$ cat src/hw/slb_map.vh
// constants of the line buffer command and response block
// assumes a 16-bit register port with three address bits
`ifndef SLB_MAP_VH
`define SLB_MAP_VH

// ----------------------------------------------------------------
// register indices on the plain register port
// ----------------------------------------------------------------
`define SLB_REG_TYPE  3'h0
`define SLB_REG_STN   3'h1
`define SLB_REG_ALOW  3'h2
`define SLB_REG_HIGH  3'h3
`define SLB_REG_XCNT  3'h4
`define SLB_REG_CTL   3'h5
`define SLB_REG_STAT  3'h6

// ----------------------------------------------------------------
// control register bit positions
// ----------------------------------------------------------------
`define SLB_CTL_ASSIGN  0
`define SLB_CTL_HALT    1
`define SLB_CTL_POOL_ON 2
`define SLB_CTL_POOL_OF 3
`define SLB_CTL_POP     4
`define SLB_CTL_EXT     8
`define SLB_CTL_P2P     9

// ----------------------------------------------------------------
// status register bit positions
// ----------------------------------------------------------------
`define SLB_ST_RSP   0
`define SLB_ST_SCAN  1
`define SLB_ST_BUSY  2
`define SLB_ST_FULL  3
`define SLB_ST_EXT   4
`define SLB_ST_P2P   5

// ----------------------------------------------------------------
// field layout of the type, count and address words
// ----------------------------------------------------------------
`define SLB_F_TYPE 2:0
`define SLB_F_CNT  13:0
`define SLB_F_A18  15:14
`define SLB_F_A22  5:0
`define SLB_F_CODE 7:0

// ----------------------------------------------------------------
// command, disposition and response type codes
// ----------------------------------------------------------------
`define SLB_CMD_RX        3'b000
`define SLB_CMD_TX        3'b100
`define SLB_DSP_RX_DONE   3'b000
`define SLB_DSP_RX_UNUSED 3'b011
`define SLB_DSP_TX_DONE   3'b100
`define SLB_DSP_TX_UNACK  3'b110
`define SLB_DSP_TX_UNSENT 3'b111
`define SLB_TYP_CTRL      3'b001
`define SLB_TYP_INFO      3'b010

// ----------------------------------------------------------------
// control and information codes
// ----------------------------------------------------------------
`define SLB_CODE_TX_THR    8'h04
`define SLB_CODE_POOL_BUSY 8'h5E
`define SLB_CODE_TX_TRIB0  8'h5C
`define SLB_CODE_POOL_DONE 8'h01

// ----------------------------------------------------------------
// line events, table entry kinds, misc values
// ----------------------------------------------------------------
`define SLB_EV_RX_DONE 3'd0
`define SLB_EV_TX_SENT 3'd1
`define SLB_EV_TX_ACK  3'd2
`define SLB_EV_TX_NAK  3'd3
`define SLB_EV_STRT    3'd4
`define SLB_EV_MAINT   3'd5
`define SLB_K_PRIV     2'd0
`define SLB_K_POOL     2'd1
`define SLB_K_TX       2'd2
`define SLB_RETRY_MAX  3'd6
`define SLB_TRIB_POOL  8'h00
`define SLB_TRIB_P2P   8'h01

`endif

$ cat src/hw/slb_rsp_queue.v
// in-order queue of pending responses, flip-flop storage
// assumes one clock, synchronous active-low reset
`timescale 1ns/1ps

module slb_rsp_queue #(
  parameter W  = 64,
  parameter D  = 4,
  parameter AW = 2
) (
  input  wire          clk,
  input  wire          nrst,
  input  wire          push,
  input  wire [W-1:0]  din,
  output wire          full,
  input  wire          pop,
  output wire [W-1:0]  dout,
  output wire          empty
);

  reg [W-1:0] mem_r [0:D-1];
  reg [AW-1:0] wp_r;
  reg [AW-1:0] rp_r;
  reg [AW:0]   cnt_r;
  wire         do_push;
  wire         do_pop;

  // a push into a full queue is dropped, caller must check full
  assign do_push = push && !full;
  assign do_pop  = pop && !empty;
  assign full    = (cnt_r == D);
  assign empty   = (cnt_r == {(AW+1){1'b0}});
  assign dout    = mem_r[rp_r];

  // ----------------------------------------------------------------
  // pointers and storage
  // ----------------------------------------------------------------
  always @(posedge clk) begin
    if (!nrst) begin
      wp_r  <= {AW{1'b0}};
      rp_r  <= {AW{1'b0}};
      cnt_r <= {(AW+1){1'b0}};
    end else begin
      if (do_push) begin
        mem_r[wp_r] <= din;
        wp_r        <= (wp_r == D-1) ? {AW{1'b0}} : wp_r + 1'b1;
      end
      if (do_pop)
        rp_r <= (rp_r == D-1) ? {AW{1'b0}} : rp_r + 1'b1;
      if (do_push && !do_pop)
        cnt_r <= cnt_r + 1'b1;
      else if (do_pop && !do_push)
        cnt_r <= cnt_r - 1'b1;
    end
  end

endmodule // slb_rsp_queue

$ cat src/hw/slb_ctrl.v
// buffer assignment command interpreter and disposition responder
// assumes a line engine that reports events with valid/ready
`timescale 1ns/1ps
`include "slb_map.vh"

module slb_ctrl #(
  parameter N  = 8,
  parameter NW = 3,
  parameter QD = 4,
  parameter QW = 2
) (
  input  wire        clk,
  input  wire        nrst,
  input  wire [2:0]  reg_addr,
  input  wire [15:0] reg_wdata,
  input  wire        reg_wr,
  input  wire        reg_rd,
  output reg  [15:0] reg_rdata,
  input  wire        ev_valid,
  input  wire [2:0]  ev_kind,
  input  wire [7:0]  ev_trib,
  input  wire [13:0] ev_count,
  output wire        ev_ready,
  output reg         proto_halt,
  output reg  [7:0]  proto_halt_trib
);

  localparam ST_IDLE = 2'd0;
  localparam ST_SCAN = 2'd1;
  localparam ST_DONE = 2'd2;

  // ----------------------------------------------------------------
  // state
  // ----------------------------------------------------------------
  reg [7:0]   cmd_type_r;
  reg [7:0]   cmd_stn_r;
  reg [15:0]  cmd_alow_r;
  reg [15:0]  cmd_high_r;
  reg [15:0]  cmd_xcnt_r;
  reg         ext_mode_r;
  reg         p2p_r;
  reg         hc_pend_r;
  reg         hl_pend_r;
  reg [7:0]   hl_trib_r;
  reg [1:0]   st_r;
  reg [NW-1:0] scan_r;
  reg [255:0] pool_en_r;
  reg         ent_v_r    [0:N-1];
  reg [1:0]   ent_k_r    [0:N-1];
  reg         ent_sent_r [0:N-1];
  reg [7:0]   ent_trib_r [0:N-1];
  reg [21:0]  ent_addr_r [0:N-1];
  reg [13:0]  ent_cnt_r  [0:N-1];
  reg [2:0]   ent_try_r  [0:N-1];
  reg         q_push;
  reg [63:0]  q_din;
  wire        q_full;
  wire        q_empty;
  wire [63:0] q_dout;
  wire        q_pop;
  wire [N-1:0] m_free;
  wire [N-1:0] m_priv;
  wire [N-1:0] m_pool;
  wire [N-1:0] m_txu;
  wire [N-1:0] m_txs;
  wire        scan_hit;
  wire        ctl_wr;

  // ----------------------------------------------------------------
  // helpers
  // ----------------------------------------------------------------
  // lowest set bit wins, so in a tie the lowest slot is taken, whatever its age
  function [NW-1:0] first_idx;
    input [N-1:0] v;
    integer i;
    begin
      first_idx = {NW{1'b0}};
      for (i = N-1; i >= 0; i = i - 1)
        if (v[i])
          first_idx = i[NW-1:0];
    end
  endfunction

  function [7:0] stn;
    input [7:0] t;
    begin
      stn = p2p_r ? `SLB_TRIB_P2P : t;
    end
  endfunction

  // disposition word: type, station, low, high, extended count
  function [63:0] disp;
    input [2:0]  code;
    input [7:0]  t;
    input [21:0] a;
    input [13:0] c;
    begin
      if (ext_mode_r)
        disp = {5'h00, code, stn(t), a[15:0], 10'h000, a[21:16], 2'b00, c};
      else
        disp = {5'h00, code, stn(t), a[15:0], a[17:16], c, 16'h0000};
    end
  endfunction

  // control or information word, code in low byte of count word
  function [63:0] ctlrsp;
    input [2:0] typ;
    input [7:0] t;
    input [7:0] code;
    begin
      if (ext_mode_r)
        ctlrsp = {5'h00, typ, stn(t), 16'h0000, 16'h0000, 8'h00, code};
      else
        ctlrsp = {5'h00, typ, stn(t), 16'h0000, 8'h00, code, 16'h0000};
    end
  endfunction

  // ----------------------------------------------------------------
  // per-entry match terms
  // ----------------------------------------------------------------
  genvar g;
  generate
    for (g = 0; g < N; g = g + 1) begin : g_match
      assign m_free[g] = !ent_v_r[g];
      assign m_priv[g] = ent_v_r[g] && ent_k_r[g] == `SLB_K_PRIV && ent_trib_r[g] == ev_trib;
      assign m_pool[g] = ent_v_r[g] && ent_k_r[g] == `SLB_K_POOL;
      assign m_txu[g]  = ent_v_r[g] && ent_k_r[g] == `SLB_K_TX && !ent_sent_r[g]
                         && ent_trib_r[g] == ev_trib;
      assign m_txs[g]  = ent_v_r[g] && ent_k_r[g] == `SLB_K_TX && ent_sent_r[g]
                         && ent_trib_r[g] == ev_trib;
    end
  endgenerate

  // pool return takes pool slots only; keyed on the latched halt tributary
  assign scan_hit = ent_v_r[scan_r] &&
                    ((proto_halt_trib == `SLB_TRIB_POOL) ? (ent_k_r[scan_r] == `SLB_K_POOL)
                     : (ent_k_r[scan_r] != `SLB_K_POOL
                        && ent_trib_r[scan_r] == proto_halt_trib));

  // events drain while a command waits on a full table; maint taken mid-return
  assign ev_ready = (st_r == ST_IDLE) ? (!hl_pend_r && !(hc_pend_r && |m_free) && !q_full)
                    : (st_r == ST_SCAN && ev_kind == `SLB_EV_MAINT && !hl_pend_r);
  assign ctl_wr   = reg_wr && reg_addr == `SLB_REG_CTL;
  assign q_pop    = ctl_wr && reg_wdata[`SLB_CTL_POP];

  // responses leave strictly in push order
  slb_rsp_queue #(
    .W  (64),
    .D  (QD),
    .AW (QW)
  ) u_q (
    .clk   (clk),
    .nrst  (nrst),
    .push  (q_push),
    .din   (q_din),
    .full  (q_full),
    .pop   (q_pop),
    .dout  (q_dout),
    .empty (q_empty)
  );

  // ----------------------------------------------------------------
  // register port
  // ----------------------------------------------------------------
  // reads of the command offsets show the oldest pending response
  always @(posedge clk) begin
    if (!nrst) begin
      reg_rdata <= 16'h0000;
    end else if (reg_rd) begin
      case (reg_addr)
        `SLB_REG_TYPE: reg_rdata <= q_empty ? 16'h0000 : {8'h00, q_dout[63:56]};
        `SLB_REG_STN:  reg_rdata <= q_empty ? 16'h0000 : {8'h00, q_dout[55:48]};
        `SLB_REG_ALOW: reg_rdata <= q_empty ? 16'h0000 : q_dout[47:32];
        `SLB_REG_HIGH: reg_rdata <= q_empty ? 16'h0000 : q_dout[31:16];
        `SLB_REG_XCNT: reg_rdata <= q_empty ? 16'h0000 : q_dout[15:0];
        `SLB_REG_CTL:  reg_rdata <= {6'h00, p2p_r, ext_mode_r, 8'h00};
        `SLB_REG_STAT: reg_rdata <= {10'h000, p2p_r, ext_mode_r, q_full,
                                     hc_pend_r | hl_pend_r, st_r != ST_IDLE, !q_empty};
        default:       reg_rdata <= 16'h0000;
      endcase
    end else begin
      reg_rdata <= 16'h0000;
    end
  end

  // ----------------------------------------------------------------
  // command capture, buffer table and response sequencer
  // ----------------------------------------------------------------
  integer k;
  always @(posedge clk) begin
    if (!nrst) begin
      cmd_type_r      <= 8'h00;
      cmd_stn_r       <= 8'h00;
      cmd_alow_r      <= 16'h0000;
      cmd_high_r      <= 16'h0000;
      cmd_xcnt_r      <= 16'h0000;
      ext_mode_r      <= 1'b0;
      p2p_r           <= 1'b0;
      hc_pend_r       <= 1'b0;
      hl_pend_r       <= 1'b0;
      hl_trib_r       <= 8'h00;
      st_r            <= ST_IDLE;
      scan_r          <= {NW{1'b0}};
      pool_en_r       <= {256{1'b0}};
      proto_halt      <= 1'b0;
      proto_halt_trib <= 8'h00;
      q_push          <= 1'b0;
      q_din           <= 64'h0000_0000_0000_0000;
      for (k = 0; k < N; k = k + 1) begin
        ent_v_r[k]    <= 1'b0;
        ent_sent_r[k] <= 1'b0;
        ent_try_r[k]  <= 3'd0;
      end
    end else begin
      q_push     <= 1'b0;
      proto_halt <= 1'b0;
      // host writes; a command while one is pending is ignored
      if (reg_wr) begin
        case (reg_addr)
          `SLB_REG_TYPE: cmd_type_r <= reg_wdata[7:0];
          `SLB_REG_STN:  cmd_stn_r  <= reg_wdata[7:0];
          `SLB_REG_ALOW: cmd_alow_r <= reg_wdata;
          `SLB_REG_HIGH: cmd_high_r <= reg_wdata;
          `SLB_REG_XCNT: cmd_xcnt_r <= reg_wdata;
          `SLB_REG_CTL: begin
            p2p_r <= reg_wdata[`SLB_CTL_P2P];
            if (reg_wdata[`SLB_CTL_ASSIGN] && !hc_pend_r) begin
              hc_pend_r  <= 1'b1;
              ext_mode_r <= reg_wdata[`SLB_CTL_EXT];
            end
            if (reg_wdata[`SLB_CTL_HALT] && !hl_pend_r) begin
              hl_pend_r <= 1'b1;
              hl_trib_r <= cmd_stn_r;
            end
            if (reg_wdata[`SLB_CTL_POOL_ON])
              pool_en_r[cmd_stn_r] <= 1'b1;
            else if (reg_wdata[`SLB_CTL_POOL_OF])
              pool_en_r[cmd_stn_r] <= 1'b0;
          end
          default: ;
        endcase
      end
      case (st_r)
        ST_IDLE: begin
          if (hl_pend_r && !q_full) begin
            hl_pend_r <= 1'b0;
            if (hl_trib_r == `SLB_TRIB_POOL && |pool_en_r) begin
              q_push <= 1'b1;
              q_din  <= ctlrsp(`SLB_TYP_CTRL, hl_trib_r, `SLB_CODE_POOL_BUSY);
            end else begin
              st_r            <= ST_SCAN;
              scan_r          <= {NW{1'b0}};
              proto_halt      <= 1'b1;
              proto_halt_trib <= hl_trib_r;
            end
          end else if (hc_pend_r && !q_full && |m_free) begin
            if (cmd_type_r[`SLB_F_TYPE] == `SLB_CMD_TX && cmd_stn_r == `SLB_TRIB_POOL) begin
              hc_pend_r <= 1'b0;
              q_push    <= 1'b1;
              q_din     <= ctlrsp(`SLB_TYP_CTRL, cmd_stn_r, `SLB_CODE_TX_TRIB0);
            end else if ((cmd_type_r[`SLB_F_TYPE] == `SLB_CMD_RX
                          || cmd_type_r[`SLB_F_TYPE] == `SLB_CMD_TX) && |m_free) begin
              // one slot per command, unknown type codes are dropped
              hc_pend_r <= 1'b0;
              ent_v_r[first_idx(m_free)]    <= 1'b1;
              ent_sent_r[first_idx(m_free)] <= 1'b0;
              ent_try_r[first_idx(m_free)]  <= 3'd0;
              ent_trib_r[first_idx(m_free)] <= cmd_stn_r;
              ent_k_r[first_idx(m_free)] <= (cmd_type_r[`SLB_F_TYPE] == `SLB_CMD_TX) ? `SLB_K_TX
                : (cmd_stn_r == `SLB_TRIB_POOL) ? `SLB_K_POOL : `SLB_K_PRIV;
              ent_addr_r[first_idx(m_free)] <= ext_mode_r
                ? {cmd_high_r[`SLB_F_A22], cmd_alow_r}
                : {4'h0, cmd_high_r[`SLB_F_A18], cmd_alow_r};
              ent_cnt_r[first_idx(m_free)] <= ext_mode_r ? cmd_xcnt_r[`SLB_F_CNT]
                : cmd_high_r[`SLB_F_CNT];
            end else if (cmd_type_r[`SLB_F_TYPE] != `SLB_CMD_RX
                         && cmd_type_r[`SLB_F_TYPE] != `SLB_CMD_TX) begin
              hc_pend_r <= 1'b0;
            end
          end else if (ev_valid && ev_ready) begin
            case (ev_kind)
              `SLB_EV_RX_DONE: begin
                // private buffers first, pool only for enabled tributaries
                if (|m_priv) begin
                  ent_v_r[first_idx(m_priv)] <= 1'b0;
                  q_push <= 1'b1;
                  q_din  <= disp(`SLB_DSP_RX_DONE, ev_trib,
                                 ent_addr_r[first_idx(m_priv)], ev_count);
                end else if (|m_pool && pool_en_r[ev_trib]) begin
                  ent_v_r[first_idx(m_pool)] <= 1'b0;
                  q_push <= 1'b1;
                  q_din  <= disp(`SLB_DSP_RX_DONE, ev_trib,
                                 ent_addr_r[first_idx(m_pool)], ev_count);
                end
              end
              `SLB_EV_TX_SENT: begin
                if (|m_txu)
                  ent_sent_r[first_idx(m_txu)] <= 1'b1;
              end
              `SLB_EV_TX_ACK: begin
                if (|m_txs) begin
                  ent_v_r[first_idx(m_txs)] <= 1'b0;
                  q_push <= 1'b1;
                  q_din  <= disp(`SLB_DSP_TX_DONE, ev_trib, ent_addr_r[first_idx(m_txs)],
                                 ent_cnt_r[first_idx(m_txs)]);
                end
              end
              `SLB_EV_TX_NAK: begin
                // the buffer stays sent; the engine keeps retrying
                if (|m_txs) begin
                  if (ent_try_r[first_idx(m_txs)] == `SLB_RETRY_MAX) begin
                    ent_try_r[first_idx(m_txs)] <= 3'd0;
                    q_push <= 1'b1;
                    q_din  <= ctlrsp(`SLB_TYP_CTRL, ev_trib, `SLB_CODE_TX_THR);
                  end else begin
                    ent_try_r[first_idx(m_txs)] <= ent_try_r[first_idx(m_txs)] + 3'd1;
                  end
                end
              end
              `SLB_EV_STRT: begin
                hl_pend_r <= 1'b1;
                hl_trib_r <= ev_trib;
              end
              default: ;
            endcase
          end
        end
        ST_SCAN: begin
          // a maintenance message mid-return for another tributary queues a further halt
          if (ev_valid && ev_ready && ev_trib != proto_halt_trib) begin
            hl_pend_r <= 1'b1;
            hl_trib_r <= ev_trib;
          end
          if (!scan_hit || !q_full) begin
            if (scan_hit) begin
              ent_v_r[scan_r] <= 1'b0;
              q_push <= 1'b1;
              q_din  <= disp(ent_k_r[scan_r] != `SLB_K_TX ? `SLB_DSP_RX_UNUSED
                             : ent_sent_r[scan_r] ? `SLB_DSP_TX_UNACK
                             : `SLB_DSP_TX_UNSENT,
                             ent_trib_r[scan_r], ent_addr_r[scan_r], ent_cnt_r[scan_r]);
            end
            scan_r <= scan_r + 1'b1;
            if (scan_r == N-1)
              st_r <= (proto_halt_trib == `SLB_TRIB_POOL) ? ST_DONE : ST_IDLE;
          end
        end
        ST_DONE: begin
          if (!q_full) begin
            q_push <= 1'b1;
            q_din  <= ctlrsp(`SLB_TYP_INFO, `SLB_TRIB_POOL, `SLB_CODE_POOL_DONE);
            st_r   <= ST_IDLE;
          end
        end
        default: st_r <= ST_IDLE;
      endcase
    end
  end

endmodule // slb_ctrl

$ cat config.mk
export PLATFORM = sky130hd
export DESIGN_NAME = slb_ctrl
export DESIGN_NICKNAME = d
export VERILOG_FILES = /design/src/hw/slb_rsp_queue.v /design/src/hw/slb_ctrl.v
export VERILOG_INCLUDE_DIRS = /design/src /design/src/hw
export SDC_FILE = /design/constraint.sdc
export NUM_CORES = 2
export LEC_CHECK = 0
export ABC_AREA = 1
export BUFFER_PORTS_ARGS = -buffer_cell sky130_fd_sc_hd__buf_2
export CORE_UTILIZATION = 40
export DETAILED_ROUTE_END_ITERATION = 10
export PLACE_DENSITY_LB_ADDON = 0.3
export SLEW_MARGIN = 20
export SYNTH_ARGS = -nofsm -noshare
export SYNTH_HDL_FRONTEND = slang
export SYNTH_HIERARCHICAL = 1
export SYNTH_SLANG_ARGS = --single-unit
$ cat constraint.sdc
create_clock -name clk -period 6.1 [get_ports clk]
set_input_delay 0.305 -clock clk [delete_from_list [all_inputs] [get_ports clk]]
set_output_delay 0.305 -clock clk [all_outputs]
set_load 0.02 [all_outputs]
; ---- Yosys cells after proc, flatten, opt, wreduce, memory -nomap -nowiden
; Memory sizes are Yosys's and may differ from the RTL's. A register that Yosys moved wholly into a read port is not among the register bits.
; Cells that the tools add are included.
[totals]
regBits = 427
latchBits = 0
ramBits = 664
mem_bits_ro = 0
input_bits = 49
out_inout_bits = 26
mem_count = 8
[memory_table]
columns = name, words, word_bits, rd, rd_clocked_by_memory_dff, wr, line_no
row1 = u_q.mem_r, 4, 64, 1, 1, 1, slb_rsp_queue.v:20  ; reg [W-1:0] mem_r [0:D-1];
row2 = ent_addr_r, 8, 22, 4, 1, 1, slb_ctrl.v:52  ; reg [21:0] ent_addr_r [0:N-1];
row3 = ent_cnt_r, 8, 14, 2, 1, 1, slb_ctrl.v:53  ; reg [13:0] ent_cnt_r [0:N-1];
row4 = ent_trib_r, 8, 8, 9, 1, 1, slb_ctrl.v:51  ; reg [7:0] ent_trib_r [0:N-1];
row5 = ent_try_r, 8, 3, 1, 0, 8, slb_ctrl.v:54  ; reg [2:0] ent_try_r [0:N-1];
row6 = ent_k_r, 8, 2, 9, 1, 1, slb_ctrl.v:49  ; reg [1:0] ent_k_r [0:N-1];
row7 = +2 memories, n/a, n/a, n/a, n/a, n/a, n/a
[op_classes]
add_sub_neg = 6
multipliers = 0
n_div = 0
magnitude_cmp = 3
n_eq_ne = 63
shifts = 0
mux = 284
bitwise_logic = 6
reduce_logical = 167
[op_table]
columns = cell, count
row1 = two-way mux 64 bit, 13
row2 = two-way mux 256 bit, 2
row3 = case mux 64 bit (3 select lines), 2
row4 = two-way mux 3 bit, 105
row5 = AND 256 bit, 1
row6 = inverter 256 bit, 1
row7 = OR 256 bit, 1
row8 = OR reduction 256 bit, 1
row9 = two-way mux 32 bit, 4
row10 = two-way mux 1 bit, 115
row11 = two-way mux 8 bit, 14
row12 = case mux 16 bit (7 select lines), 1
row13 = logical AND 1 bit, 90
row14 = == test 8 bit, 9
row15 = two-way mux 16 bit, 3
row16 = two-way mux 23 bit, 2
row17 = OR reduction 8 bit, 5
row18 = == test 3 bit (second input constant), 9
row19 = logical NOT 1 bit, 24
row20 = logical NOT 8 bit, 3
row21 = == test 2 bit (second input constant), 11
row22 = two-way mux 2 bit, 11
row23 = two-way mux 22 bit, 1
row24 = == test 2 x 1 -> 1 bit (second input constant), 10
row25 = other kinds (41), 91

; ---- Longest topological paths before layout
; An unclocked memory read counts as a cell.
[depth]
ltp_word = 28
depth_mapped = 35
ltp_nobuf = 32

; ---- Cells and area by module
; The synthesis kept the hierarchy.
[by_module_without_submodules]
columns = mod, n_inst, cells_per_inst, area_each_um2, seq_area_each_um2
row1 = slb_ctrl, 1, 6352, 46355.7, 20419.6
row2 = slb_rsp_queue, 1, 692, 9997.1, 7867.5

; ---- Worst setup path before layout
; No wires, ideal clock.
[synth_timing]
path_kind = register to register
startpoint = memory ent_v_r[0]
endpoint = memory ent_addr_r[2][0], enable pin
setup_time_ns = 0.451
t_arrival_ns = 3.820
required_time_ns = 5.649
path_slack_ns = 1.829
path_stages_with_launch = 14
n_path_buf = 1
period_less_slack_ns = 4.271
path_cell_list = dfxtp_1 -> buf_4 -> nand2_1 -> nor2_1 -> nand2_1 -> nand2_1 -> nor2_2 -> inv_1 -> a21oi_1 -> nand2_1 -> inv_1 -> nand4_1 -> or2_2 -> nor2_1
[synth_lines]
columns = item, line_no
row1 = start: declaration, slb_ctrl.v:48  ; reg ent_v_r [0:N-1];
row2 = end: declaration, slb_ctrl.v:52

; ---- Worst setup path after layout
[layout_timing]
startpoint = register cmd_stn_r[2]
endpoint = memory ent_addr_r[4][11], enable pin
[layout_between]
elab_chain_cells = 8
[layout_lines]
columns = item, line_no
row1 = start: declaration, slb_ctrl.v:36  ; reg [7:0] cmd_stn_r;
row2 = start signal: assignment, slb_ctrl.v:221  ; `SLB_REG_STN: cmd_stn_r <= reg_wdata[7:0];
row3 = logical NOT 8 bit (no source line), n/a
row4 = logical AND 1 bit (no source line), n/a
row5 = two-way mux 1 bit, slb_ctrl.v:257  ; if (cmd_type_r[`SLB_F_TYPE] == `SLB_CMD_TX && cmd_stn_r == `SLB_TRIB_POOL) begin
row6 = two-way mux 1 bit, slb_ctrl.v:256  ; end else if (hc_pend_r && !q_full && |m_free) begin
row7 = two-way mux 1 bit, slb_ctrl.v:245  ; if (hl_pend_r && !q_full) begin
row8 = two-way mux 1 bit, slb_ctrl.v:243  ; case (st_r)
row9 = two-way mux 1 bit, slb_ctrl.v:191  ; if (!nrst) begin
row10 = two-way mux 1 bit, slb_ctrl.v:271  ; ent_addr_r[first_idx(m_free)] <= ext_mode_r
; No other way between the ends.

==> key figures <==
Outcome
  • Run status: finished clean

Clock tree
  • Later-pin clock latency in the skew report: 0.79 ns
  • Number of clock buffers inserted by TritonCTS: 117
  • Deepest level of the CTS H-tree: 3
  • Post-CTS sizing: 0
  • Deepest clock path buffer count: 3
  • Master cell of the clock root buffer: sky130_fd_sc_hd__clkbuf_16
  • Clock tree from TritonCTS: built
  • Clock edge transition at the registers on the reported setup and hold paths: 0.06 ns
  • Sink count of the clock tree: 1089

Global route
  • Number of antenna violations at the first check in global routing: 13
  • Total global-route track usage: 0.290
  • Global-route wire length before repair: 312 mm
  • Vias in the first global route: 49500
  • Overflow left after global routing: 0
  • Largest net degree at the start of global routing: 154

Logic synthesis
  • Async set-reset flop share out of synthesis: 0
  • Commonest register cell after synthesis: sky130_fd_sc_hd__edfxtp_1
  • Sequential-to-total area share from yosys stat: 0.502
  • Most frequent cell after synthesis: sky130_fd_sc_hd__nand2_1
  • Cell types with the highest counts after synthesis: sky130_fd_sc_hd__nand2_1 (1206), sky130_fd_sc_hd__o21ai_0 (1019), sky130_fd_sc_hd__nor2_1 (676), sky130_fd_sc_hd__edfxtp_1 (648), sky130_fd_sc_hd__a21oi_1 (630)
  • Largest area contributor in the netlist: sky130_fd_sc_hd__edfxtp_1
  • Flop and latch count out of synthesis: 1089
  • Ys Warns: 6
  • Largest cells by area after synthesis: sky130_fd_sc_hd__edfxtp_1 (35%), sky130_fd_sc_hd__dfxtp_1 (16%), sky130_fd_sc_hd__o21ai_0 (9.0%)
  • Number of standard cells after synthesis: 7044
  • Cell area after technology mapping: 56400 um^2
  • Area share of the leading cell type in the synthesized netlist: 0.345
  • Netlist cell types: 62
  • Avg Inst Size Synth: 8.00 um^2
  • Count of flip-flops with a built-in enable after synthesis: 648

Timing
  • Period Utilization, post-route: 0.792
  • Worst-case clock skew: 0.0624 ns
  • Pin slew with the least headroom to its limit: 1.18 ns
  • Total Neg Setup Slack: 0 ns
  • Final worst path period need: 4.83 ns
  • Worst relative slew slack: 0.213
  • Hold violation count in the final report: 0
  • Setup repair after global routing missed its margin: false
  • Max frequency: 0.207 GHz
  • Final number of setup-violating endpoints: 0
  • Number of pins exceeding their max-slew limit in the final report: 0

Cells and area
  • Filler instances: 13600
  • Proportion of layout cells with a drive suffix above 1: 0.0705
  • Layout Nets: 6973
  • Syn-to-layout area delta: 10.8%
  • Final Cell Area: 62400 um^2
  • End-of-flow core utilization: 0.447

Die
  • Std-Cell Core Area: 140000 um^2
  • Top-Level Pins: 75
  • DIE AREA: 142000 um^2
  • Site row count: 137
  • Die W: 377 um
  • Starting Density: 0.403
  • Y dimension of the die: 377 um

Worst setup path
  • Critical path buffers and inverters: 5
  • Critical-path top delay cell: sky130_fd_sc_hd__buf_4
  • Kind of cell adding the most delay to the critical path: buffers and inverters
  • Cells traversed along the worst timing path: nor2_1, inv_1, nor2_1, buf_4, inv_1, nor2_1, a21oi_1, nand2_1, inv_1, nand4_1, or2_2, nor2_4, buf_4
  • Sort of element at the start of the critical path: flip-flop
  • Worst EP required: 6.48 ns
  • Nature of the critical path endpoint: flip-flop
  • Delay of the slowest critical-path stage: 0.82 ns
  • Largest fanout on the critical path: 46
  • Signal arrival time at the worst endpoint: 5.20 ns
  • Type of the worst setup path: flip-flop to flip-flop

Power and ir drop
  • Clock Power Share: 0.410
  • Static leakage: 23.4 nW
  • Proportion of power drawn by flip-flops and latches: 0.451
  • PwrDens: 296 nW/um^2
  • Design internal power: 0.0131 W
  • Switching power: 0.00536 W
  • Combinational Power Share: 0.138
  • Peak ir drop on the vdd network: 230 uV
  • Switching part of the total: 0.290

Place
  • RD Place Congestion: 0.970
  • Count of buffers from port buffering: 74
  • Post-DP Area: 58100 um^2
  • DPL Wire Length: 129 mm

Drt
  • First-iteration detailed-routing DRC count: 6666
  • Drt wl/cell: 23.7 um
  • DR DRC count: 0
  • Average vias per placed instance: 5.95
  • Number of iterations in the first detailed-routing pass: 6
  • Antenna Violating Nets Remaining: 0
  • Final routed wirelength across all metal layers: 211 mm
  • Total number of vias: 52900

Hold path
  • Worst Hold Class: input port to flip-flop

Run
  • Maximum capacitance violations: 0
worst paths after layout:
kind	from	endpoint	slack, ns	depth (start not counted)
setup reg to reg	cmd_stn_r[2]	ent_addr_r[4][11]	1.27	13
hold reg to reg	cmd_high_r[6]	cmd_high_r[6]	0.45	2
hold / removal	nrst	flip-flop	0.04	3
setup / recovery	cmd_stn_r[2]	ent_addr_r[4][11]	1.27	13
worst reg2reg max path, delay by kind of cell (launching register included):
kind	cells	cell delay [ns]
simple gates	7	1.51
compound gates	1	0.28
flops	1	0.81
buf+inv	5	1.80
power groups by stage:
stage          clock [W]  combinational, W  sequential (W)
6_report         0.00758           0.00255         0.00833
5_1_grt          0.00795           0.00275         0.00835
4_1_cts          0.00767           0.00247         0.00833
3_5_place_dp           0           0.00245         0.00849
3_3_place_gp           0           0.00244         0.00848
2_1_floorplan          0           0.00169         0.00833
metal layers:
layer / vias up / GRT usage / part of all wire
met5: - / 0 / 0.00047
met4: 14 / 0.168 / 0.064
met3: 734 / 0.0609 / 0.11
met2: 3172 / 0.453 / 0.44
met1: 24900 / 0.370 / 0.38
li1: 24100 / - / -
area by class of cell:
type / instances / area [um^2] / area share
Clock inverter: 74 / 872 / 0.0140
Multi-Input combinational cell: 4878 / 23800 / 0.381
Inverter: 615 / 2320 / 0.0372
Antenna cell: 4 / 10.0 / 0.000160
Tap cell: 1876 / 2350 / 0.0376
Timing Repair Buffer: 208 / 1540 / 0.0246
Sequential cell: 1089 / 28300 / 0.453
Clock buffer: 146 / 3250 / 0.0521
per-stage QoR:
step	hold WS, ns	std cells	power [W]	setup slack [ns]
finish	0.0354	8890	0.0185	1.27
global route	0.0492	8887	0.0191	1.03
CTS	0.00338	8886	0.0185	1.34
detailed placement	0.440	8649	0.0109	1.26
global placement	0.435	8649	0.0109	1.27
floorplan	0.424	7071	0.0100	1.83
cells by family (layout without fill, tap and decap cells):
logic type / Yosys count / count (layout) / share of synthesized area
DFF: 1089 / 1089 / 0.502
buffers and inverters: 1104 / 1043 / 0.0816
other: 1 / 32 / 0.0000665
AOI/OAI and AO/OA: 2167 / 2167 / 0.210
and+or+nand+nor: 2628 / 2628 / 0.197
adders and majority gates: 15 / 15 / 0.00346
xor gates and xnor gates: 40 / 40 / 0.00622
repair_timing:
action / in CTS / in global routing
buffers inserted: 0 / 0
hold buffers: 17 / 0
hold endpoints to repair: 51 / 0
cell usage in the layout (no fill, tap or decap), types with 28 or more instances in the layout:
cell,n
sky130_fd_sc_hd__nor4_1,46
sky130_fd_sc_hd__inv_1,582
sky130_fd_sc_hd__edfxtp_1,648
sky130_fd_sc_hd__dfxtp_1,435
sky130_fd_sc_hd__o211a_1,40
sky130_fd_sc_hd__o21ai_1,113
sky130_fd_sc_hd__nor2_1,651
sky130_fd_sc_hd__buf_2,71
sky130_fd_sc_hd__o22ai_1,81
sky130_fd_sc_hd__nand4_1,82
sky130_fd_sc_hd__nand3_1,531
sky130_fd_sc_hd__clkbuf_16,122
sky130_fd_sc_hd__nand2_1,1204
sky130_fd_sc_hd__o211ai_1,77
sky130_fd_sc_hd__a21oi_1,629
sky130_fd_sc_hd__conb_1,28
sky130_fd_sc_hd__a31oi_1,115
sky130_fd_sc_hd__a311oi_1,28
sky130_fd_sc_hd__clkinv_2,30
sky130_fd_sc_hd__o21ai_0,1015
sky130_fd_sc_hd__buf_4,110
(Power assumes the default switching activity.)
